$ cat config.mk
export PLATFORM = sky130hd
export DESIGN_NAME = serial_adc_interface
export DESIGN_NICKNAME = d
export VERILOG_FILES = /design/src/logic/serial_adc_pkg.sv /design/src/logic/pin_sync.sv /design/src/logic/serial_adc_interface.sv
export SDC_FILE = /design/constraint.sdc
export NUM_CORES = 1
export LEC_CHECK = 0
export BUFFER_PORTS_ARGS = -buffer_cell sky130_fd_sc_hd__buf_2
export CORE_MARGIN = 2
export CORE_UTILIZATION = 57
export CTS_CLUSTER_SIZE = 25
export DETAILED_ROUTE_END_ITERATION = 6
export PLACE_DENSITY = 0.79
export SYNTH_ARGS = -nofsm -noshare
export SYNTH_HDL_FRONTEND = slang
export SYNTH_SLANG_ARGS = --single-unit
export TNS_END_PERCENT = 100
$ cat constraint.sdc
create_clock -name i_clock -period 2.6 [get_ports i_clock]
set_input_delay 0.13 -clock i_clock [delete_from_list [all_inputs] [get_ports i_clock]]
set_output_delay 0.13 -clock i_clock [all_outputs]
set_load 0.05 [all_outputs]
$ cat src/logic/serial_adc_pkg.sv
// constants shared by the serial converter interface
// assumes a 50 MHz system clock sampling all pins
// Notes on behaviour
// - sample serial input on serial clock rise
// - shift result bits out on falling edges
// - serial clock paces conversion; host keeps toggling
// - status goes high when conversion starts
// - status returns low when conversion completes
// - chip select high floats the serial data output and the status output
// - inputs single-ended or differential pair side
// - 8-bit successive approximation, four channels
// - acquisition window open about 375 ns
package serial_adc_pkg;
  localparam int          CLK_MHZ      = 50;
  localparam int          ACQ_NS       = 375;
  localparam int          ACQ_CYCLES   = (ACQ_NS * CLK_MHZ + 999) / 1000;
  localparam int          RESULT_BITS  = 8;
  localparam int          CHAN_BITS    = 2;
  localparam int          CFG_BITS     = 3;
  localparam int          CFG_SINGLE   = 2;
  localparam int          CFG_ODD      = 1;
  localparam int          CFG_SEL      = 0;
  localparam logic [2:0]  CNT_ZERO     = 3'h0;
  localparam logic [2:0]  CNT_MSB      = 3'h7;
  localparam logic [2:0]  CFG_LAST     = 3'h2;

  typedef enum logic [5:0] {
    ST_IDLE    = 6'h01,
    ST_CONFIG  = 6'h02,
    ST_ACQUIRE = 6'h04,
    ST_CONVERT = 6'h08,
    ST_SHIFT   = 6'h10,
    ST_DONE    = 6'h20
  } adc_state_t;
endpackage : serial_adc_pkg

$ cat src/logic/pin_sync.sv
// two-stage synchroniser for asynchronous pin inputs
// assumes one destination clock; first stage read only by second
`timescale 1ns/1ps
module pin_sync #(
  parameter logic RESET_VAL = 1'b0
) (
  // clock and reset
  input  wire logic i_clock,
  input  wire logic i_rst,
  // pin and synced level
  input  wire logic i_pin,
  output logic      o_level
);
  logic meta_r;

  always_ff @(posedge i_clock) begin
    if (i_rst) begin
      meta_r  <= RESET_VAL;
      o_level <= RESET_VAL;
    end else begin
      meta_r  <= i_pin;
      o_level <= meta_r;
    end
  end
endmodule : pin_sync

$ cat src/logic/serial_adc_interface.sv
// serial interface and conversion sequencer of an 8-bit sar converter
// assumes pins arrive asynchronously; comparator output is on i_clock
`timescale 1ns/1ps
module serial_adc_interface
  import serial_adc_pkg::*;
#(
  parameter int RES_BITS = RESULT_BITS
) (
  // clock and reset
  input  wire logic                 i_clock,
  input  wire logic                 i_rst,
  // serial pins from host
  input  wire logic                 i_cs_n,
  input  wire logic                 i_sclk,
  input  wire logic                 i_serial_in,
  // serial pins to host
  output logic                      o_serial_out,
  output logic                      o_serial_out_oe,
  output logic                      o_conversion_active_flag,
  output logic                      o_conversion_active_flag_oe,
  // analog front end control
  output logic                      o_sample,
  output logic                      o_mux_diff,
  output logic [CHAN_BITS-1:0]      o_mux_pos,
  output logic [CHAN_BITS-1:0]      o_mux_neg,
  output logic [RES_BITS-1:0]       o_sar_trial,
  input  wire logic                 i_compare,
  // result for local use
  output logic [RES_BITS-1:0]       o_result,
  output logic                      o_result_valid
);
  logic                  cs_n_s;
  logic                  sclk_s;
  logic                  din_s;
  logic                  sclk_d_r;
  logic                  sclk_rise;
  logic                  sclk_fall;
  adc_state_t            state_r;
  logic [2:0]            cnt_r;
  logic [CFG_BITS-1:0]   cfg_r;
  logic [4:0]            acq_r;
  logic [RES_BITS-1:0]   shift_r;

  pin_sync #(.RESET_VAL(1'b1)) u_sync_cs (
    .i_clock (i_clock),
    .i_rst   (i_rst),
    .i_pin   (i_cs_n),
    .o_level (cs_n_s)
  );
  pin_sync #(.RESET_VAL(1'b0)) u_sync_sclk (
    .i_clock (i_clock),
    .i_rst   (i_rst),
    .i_pin   (i_sclk),
    .o_level (sclk_s)
  );
  pin_sync #(.RESET_VAL(1'b0)) u_sync_din (
    .i_clock (i_clock),
    .i_rst   (i_rst),
    .i_pin   (i_serial_in),
    .o_level (din_s)
  );

  // edge finder on the synced serial clock
  always_ff @(posedge i_clock) begin
    if (i_rst) begin
      sclk_d_r <= 1'b0;
    end else begin
      sclk_d_r <= sclk_s;
    end
  end
  assign sclk_rise = sclk_s & ~sclk_d_r;
  assign sclk_fall = ~sclk_s & sclk_d_r;

  // sequencer; deselect aborts any stage
  always_ff @(posedge i_clock) begin
    if (i_rst) begin
      state_r <= ST_IDLE;
      cnt_r   <= CNT_ZERO;
      acq_r   <= '0;
    end else if (cs_n_s) begin
      state_r <= ST_IDLE;
      cnt_r   <= CNT_ZERO;
      acq_r   <= '0;
    end else begin
      case (state_r)
        ST_IDLE: begin
          if (sclk_rise && din_s) begin
            state_r <= ST_CONFIG;
            cnt_r   <= CNT_ZERO;
          end
        end
        ST_CONFIG: begin
          if (sclk_rise) begin
            if (cnt_r == CFG_LAST) begin
              state_r <= ST_ACQUIRE;
              acq_r   <= '0;
            end
            cnt_r <= cnt_r + 3'h1;
          end
        end
        ST_ACQUIRE: begin
          if (acq_r == 5'(ACQ_CYCLES - 1)) begin
            state_r <= ST_CONVERT;
            cnt_r   <= CNT_MSB;
          end
          acq_r <= acq_r + 5'h1;
        end
        ST_CONVERT: begin
          // one decision per serial clock fall
          if (sclk_fall) begin
            if (cnt_r == CNT_ZERO) begin
              state_r <= ST_SHIFT;
              cnt_r   <= CNT_MSB;
            end else begin
              cnt_r <= cnt_r - 3'h1;
            end
          end
        end
        ST_SHIFT: begin
          if (sclk_fall) begin
            if (cnt_r == CNT_ZERO) begin
              state_r <= ST_DONE;
            end
            cnt_r <= cnt_r - 3'h1;
          end
        end
        ST_DONE: begin
          state_r <= ST_DONE;
        end
        default: begin
          state_r <= ST_IDLE;
        end
      endcase
    end
  end

  // configuration bits shifted in msb first
  always_ff @(posedge i_clock) begin
    if (i_rst) begin
      cfg_r <= '0;
    end else if (!cs_n_s && state_r == ST_CONFIG && sclk_rise) begin
      cfg_r <= {cfg_r[CFG_BITS-2:0], din_s};
    end
  end

  always_ff @(posedge i_clock) begin
    if (i_rst) begin
      o_mux_diff <= 1'b0;
      o_mux_pos  <= '0;
      o_mux_neg  <= '0;
    end else if (state_r == ST_ACQUIRE) begin
      o_mux_diff <= ~cfg_r[CFG_SINGLE];
      o_mux_pos  <= {cfg_r[CFG_SEL], cfg_r[CFG_ODD]};
      o_mux_neg  <= {cfg_r[CFG_SEL], ~cfg_r[CFG_ODD]};
    end
  end

  always_ff @(posedge i_clock) begin
    if (i_rst) begin
      o_sample <= 1'b0;
    end else begin
      o_sample <= !cs_n_s && state_r == ST_ACQUIRE;
    end
  end

  always_ff @(posedge i_clock) begin
    if (i_rst) begin
      o_sar_trial <= '0;
    end else if (state_r == ST_ACQUIRE) begin
      o_sar_trial <= {1'b1, {(RES_BITS-1){1'b0}}};
    end else if (!cs_n_s && state_r == ST_CONVERT && sclk_fall) begin
      o_sar_trial[cnt_r] <= i_compare;
      if (cnt_r != CNT_ZERO) begin
        o_sar_trial[cnt_r - 3'h1] <= 1'b1;
      end
    end
  end

  always_ff @(posedge i_clock) begin
    if (i_rst) begin
      o_result       <= '0;
      o_result_valid <= 1'b0;
    end else if (!cs_n_s && state_r == ST_CONVERT && sclk_fall && cnt_r == CNT_ZERO) begin
      o_result       <= {o_sar_trial[RES_BITS-1:1], i_compare};
      o_result_valid <= 1'b1;
    end else if (state_r == ST_ACQUIRE) begin
      o_result_valid <= 1'b0;
    end
  end

  // high from window close; low when done
  always_ff @(posedge i_clock) begin
    if (i_rst) begin
      o_conversion_active_flag <= 1'b0;
    end else if (cs_n_s) begin
      o_conversion_active_flag <= 1'b0;
    end else if (state_r == ST_CONVERT && o_sample) begin
      // set on the edge that opens the sample switch, so the two never overlap
      o_conversion_active_flag <= 1'b1;
    end else if (state_r == ST_CONVERT && sclk_fall && cnt_r == CNT_ZERO) begin
      o_conversion_active_flag <= 1'b0;
    end
  end

  // result bits leave on serial clock falls
  always_ff @(posedge i_clock) begin
    if (i_rst) begin
      shift_r      <= '0;
      o_serial_out <= 1'b0;
    end else if (cs_n_s || state_r == ST_IDLE) begin
      o_serial_out <= 1'b0;
    end else if (state_r == ST_CONVERT && sclk_fall && cnt_r == CNT_ZERO) begin
      shift_r <= {o_sar_trial[RES_BITS-1:1], i_compare};
    end else if (state_r == ST_SHIFT && sclk_fall) begin
      // msb first, one bit per fall
      o_serial_out <= shift_r[RES_BITS-1];
      shift_r      <= {shift_r[RES_BITS-2:0], 1'b0};
    end
  end

  always_ff @(posedge i_clock) begin
    if (i_rst) begin
      o_serial_out_oe             <= 1'b0;
      o_conversion_active_flag_oe <= 1'b0;
    end else begin
      o_serial_out_oe             <= ~cs_n_s;
      o_conversion_active_flag_oe <= ~cs_n_s;
    end
  end
endmodule : serial_adc_interface

### After elaboration in Yosys (flattened, before gate mapping)

Cells that the tools add are included.

* register bits after elaboration: 58
* latch bits: 0
* memory bits (writable): 0
* bits in read-only memories: 0
* input bits: 6
* output and inout bits: 27
* word-level logic and storage cells: 120
* memories: 0

* add/subtract/negate cells: 3
* multiply operators: 0
* divide/modulo/power cells: 0
* magnitude comparators: 4
* eq/ne operators: 16
* shift operators: 0
* mux-type cells: 33
* bitwise logic cells: 10
* reductions and logical operators: 31

Operator list (count)
* 2-to-1 mux 6 bit: 8
* 2-to-1 mux 8 bit: 5
* one-hot mux 6 bit (6 select lines): 1
* 2-to-1 mux 3 bit: 6
* one-hot mux 3 bit (5 select lines): 1
* != test 2 bit, second input constant: 7
* logical AND 1 bit: 13
* 2-to-1 mux 5 bit: 2
* one-hot mux 5 bit (2 select lines): 1
* nonzero test 2 bit: 5
* bitwise mux 8 bit: 1
* less-than comparator 3 x 4 -> 1 bit, second input constant: 2
* OR 8 bit: 1
* AND reduction 8 bit: 1
* inverter 1 bit: 7
* demux 1 bit (select 3 bit): 2
* equality test 6 x 1 -> 1 bit, second input constant: 1
* equality test 6 x 2 -> 1 bit, second input constant: 1
* equality test 6 x 3 -> 1 bit, second input constant: 1
* equality test 6 x 4 -> 1 bit, second input constant: 1
* equality test 6 x 5 -> 1 bit, second input constant: 1
* equality test 6 bit, second input constant: 1
* greater-or-equal comparator 3 x 1 -> 1 bit, second input constant: 2
* 2-to-1 mux 1 bit: 6
* other kinds (16): 20

### Logic depth before layout (Yosys ltp)

* word-level depth: 9
* gate-level depth with buffers: 9
* gate-level depth less buffers: 7

### By module

A second synthesis with hierarchy kept.

* cells, all modules: 329
* area total of the unflattened synthesis: 2892.8 um^2

Modules (own cells, without submodules)
* serial_adc_interface: times used 1, cells each 317, area each 2735.1 um^2
* pin_sync: times used 3, cells each 4, area each 52.6 um^2

### Worst setup path after synthesis

Ideal clock, no wire load.

* path kind: reg2reg
* start point: reg cnt_r[0]
* end point: reg shift_r[0]
* arrival time: 1.940 ns
* setup slack: 0.590 ns
* cell stages (with the launch flop): 9
* cell sequence: dfxtp_1 > clkbuf_1 > inv_1 > ha_1 > nor2b_1 > nand3_2 > buf_6 > or4b_1 > a21oi_1

* cells in the longest elaborated chain, start to end: 4
* elaborated cells between the ends (all ways): 5
* classes of those cells: mux (1); reduce/logical (4)

RTL lines
* start, declared: line serial_adc_interface.sv:39 `logic [2:0] cnt_r;`
* start signal, assigned: line serial_adc_interface.sv:98 `cnt_r <= cnt_r + 3'h1;`
* start signal, assigned: line serial_adc_interface.sv:115 `cnt_r <= cnt_r - 3'h1;`
* start signal, assigned: line serial_adc_interface.sv:124 `cnt_r <= cnt_r - 3'h1;`
* logical NOT 3 bit *: line serial_adc_interface.sv:212 `end else if (state_r == ST_CONVERT && sclk_fall && cnt_r == CNT_ZERO) begin`
* logical AND 1 bit *: line serial_adc_interface.sv:212
* nonzero test 2 bit (no line)
* AND reduction 2 bit (no line)
* end signal, assigned: line serial_adc_interface.sv:213 `shift_r <= {o_sar_trial[RES_BITS-1:1], i_compare};`
* end signal, assigned: line serial_adc_interface.sv:217 `shift_r <= {shift_r[RES_BITS-2:0], 1'b0};`
* end, declared: line serial_adc_interface.sv:42 `logic [RES_BITS-1:0] shift_r;`

Mark *: on every way between the ends. The rest lies on a longest branch, timed or not.
A chain may end at the register's enable or synchronous reset.

### Worst setup path in the final report

* start point: reg cnt_r[1]
* end point: reg shift_r[7]

The elaborated chain is that of the path after synthesis.

==> results.ini <==
[power_and_ir_drop]
ir_drop_v=0.000611
p_leak_nw=1.24
power_density_nw_per_um2=592

[drt]
num_vias=2329
viasPerCell=6.02
dr.pass1.iters=4
drt-total-wl_um=5990
ant_nets=0
routedWlPerCell_um=15.5
drt-initial-drc-count=208
route.detailed.drc=0

[cts]
numClockSinks=57
cts_tree=built
cts_resized=0
clock_tree.root_cell=clkbuf_8
worst_skew_pair.late_latency_ns=0.35
clkTransAtPathRegs_ns=0.07
cts_hold_buffers=3
clk_path_buf_depth=2
cts_made_buffers=9
cts_max_level=3
cts_setup_buffers=0

[yosys]
synth_edf_count=0
syn_area_per_cell_um2=9.06
yosysSeqAreaShare=0.418
synthDistinctLibCells=51
synth.top_cells.by_area=dfxtp_1 (42%), mux2i_1 (4.8%), nor2_1 (4.4%), nor2b_1 (3.2%), a211oi_1 (3.0%)
yosysTopAreaCellShare=0.418
yosysMostFrequentCell=dfxtp_1
syn_nets=313
ys_warn_count=0
synth_common_cells=dfxtp_1 (57), nor2_1 (32), nand2_1 (20)
yosys.area.top_type=dfxtp_1
synth-seq-cells=57
synth_ff_type=dfxtp_1
synth_async_sr_flop_share=0
syn_inst=301
netlist_area_um2=2730

[placed_design]
place.gp.congestion=0.904
dpl_cell_area_um2=2850
port_buffers=32
dpl.cell_count=368
place_hpwl_um=4280

[sta]
timing.slew.headroom=0.480
setup_viol=0
worst_pin_slew_ns=0.777
whs_ns=0.0855
final.min_clock_period_ns=2.21
fmax_mhz=453
fin_worst_skew_ns=0.0136
fin_crit_sh=0.848
setup_tns_ns=0
finalHoldViolCount=0
rsz0062_at_grt=false
maxSlewViolCount=0

[global_routing]
overflow=0
antenna_found_initial=0
grt_pass1_vias=2107
grt_usage=0.245
grt_max_degree=29
grt_pass1_wl_um=9960

[critical_path]
crit_buf_inv=1
cp_slowest_stage_delay_ns=0.63
crit_start=cnt_r[1]$_SDFFE_PP0P_
slowest_stage=nor2_1
critPathMaxFanout=14
cpLargestDelayFamily=simple AND/OR/NAND/NOR gates
startpoint_type=flip-flop
crit_required_ns=2.85
endpoint_kind=flip-flop
crit_arrival_ns=2.45
crit_top_cell=nor2_1
rr_endpoint=shift_r[7]$_SDFFE_PP0P_
worst-setup-path-type=flip-flop to flip-flop
cp_cell_sequence=inv_1 > ha_1 > nor4bb_1 > o211ai_1 > nor2_1 > nor2_1 > a211oi_1
r2r_start=cnt_r[1]$_SDFFE_PP0P_
r2r_cells=7
rrSetupSlack_ns=0.39

[die]
ios=33
row_count=25
die_y_um=73.2
start_util=0.585
die_w_um=73.2
core_region_area_um2=4660
die-area_um2=5350

[layout]
fin_nets=340
diodes=0
final_cell_area_um2=3110
drive_gt1_frac=0.195
multiInputGateArea_um2=1430
fin_cells=387
postLayoutCoreUtil=0.667
seqCellArea_um2=1140
syn_to_final_growth_pct=13.9
fillers=365

[min_path]
worstHoldEndpoint=o_result[0]$_SDFFE_PP0P_
holdPathStages=2
hold_path_startpoint=i_compare
hold_class=input pin to flip-flop

[job]
maxCapViolations=0

[status]
status=finished clean

## worst register-to-register path, cell delays in order (launching register included)
cell and delay (ns):
dfxtp_1 0.32, inv_1 0.08, ha_1 0.24, nor4bb_1 0.38, o211ai_1 0.16, nor2_1 0.63, nor2_1 0.08, a211oi_1 0.24
## routing by layer
metal,track usage,share of wire,vias to the layer above
met4,0.105,0.016,0
met2,0.367,0.47,79
met1,0.321,0.45,1089
li1,-,-,1152
met5,0,0,-
met3,0.0829,0.062,9
## how the worst max path moves through the flow
stage	endpoint	slack (ns)	cells past startpoint
2_1_floorplan	shift_r[0]$_SDFFE_PP0P_	0.59	8
3_3_place_gp	o_result[6]$_SDFFE_PP0P_	0.57	4
3_5_place_dp	shift_r[7]$_SDFFE_PP0P_	0.41	7
4_1_cts	shift_r[7]$_SDFFE_PP0P_	0.39	7
5_1_grt	shift_r[7]$_SDFFE_PP0P_	0.19	7
6_report	shift_r[7]$_SDFFE_PP0P_	0.39	7
## through the flow
step           setup WS [ns]  power, mW
3_5_place_dp           0.410      0.931
4_1_cts                0.393       1.86
2_1_floorplan          0.590      0.922
3_3_place_gp           0.573      0.931
5_1_grt                0.192       1.90
6_report               0.394       1.84
## sequential cells by signal (all words and copies together) (netlist names)
| signal | cells |
|---|---|
| o_conversion_active_flag | 1 |
| cnt_r | 3 |
| u_sync_din.o_level | 1 |
| o_conversion_active_flag_oe | 1 |
| u_sync_din.meta_r | 1 |
| o_mux_diff | 1 |
| u_sync_sclk.meta_r | 1 |
| o_sample | 1 |
| u_sync_cs.o_level | 1 |
| state_r | 6 |
| sclk_d_r | 1 |
| o_mux_pos | 2 |
| o_sar_trial | 8 |
| acq_r | 5 |
| cfg_r | 3 |
| u_sync_sclk.o_level | 1 |
| shift_r | 8 |
| u_sync_cs.meta_r | 1 |
| o_result_valid | 1 |
| o_mux_neg | 1 |
| o_result | 8 |
| o_serial_out | 1 |
## layout make-up
| cell class | count | area share |
|---|---|---|
| clock inverter | 7 | 0.0330 |
| clock buffer | 9 | 0.0399 |
| inverter | 6 | 0.00725 |
| multi-input combinational | 215 | 0.460 |
| tap | 54 | 0.0217 |
| timing repair buffer | 39 | 0.0709 |
| sequential | 57 | 0.367 |
## placed cells by master, fill, tap and decap left out, drive strengths merged, types with 2 or more instances in the layout
master	Yosys	layout
mux2i	13	13
nand2b	3	3
clkbuf	10	9
or3	3	3
o21ai	13	13
o31ai	2	2
or4b	2	2
clkinv	0	3
nor2b	14	14
bufinv	0	2
a21oi	16	16
and2	4	4
a221oi	2	2
or2	3	3
a32o	3	3
nand4	6	6
a22o	8	8
a211oi	11	11
nor4b	2	2
inv	6	7
ha	6	6
nor3	10	10
a31oi	2	2
nor2	32	32
buf	13	36
and4b	2	2
o22ai	2	2
a311oi	4	4
a22oi	3	3
o211ai	2	2
dfxtp	57	57
dlygate4sd3	0	3
nand2	20	20
xor2	7	7
nor4	3	3
nand3	4	4
## power breakdown
part | switching (mW) | total, mW | internal (mW)
Combinational | 0.0209 | 0.0331 | 0.0122
Clock | 0.378 | 0.924 | 0.546
Sequential | 0.00351 | 0.881 | 0.878
Total | 0.402 | 1.84 | 1.44
## logic make-up (layout without fill, tap and decap cells)
family          Yosys count  in the layout  share of synthesized area
fa+ha+maj                 6              6                     0.0275
simple gates            114            114                      0.233
mux                      13             13                     0.0477
buf+inv                  29             61                     0.0578
flops                    57             57                      0.418
compound gates           74             74                      0.189
xor+xnor                  8              8                     0.0257
No activity file was read; power rests on OpenSTA's default activity.
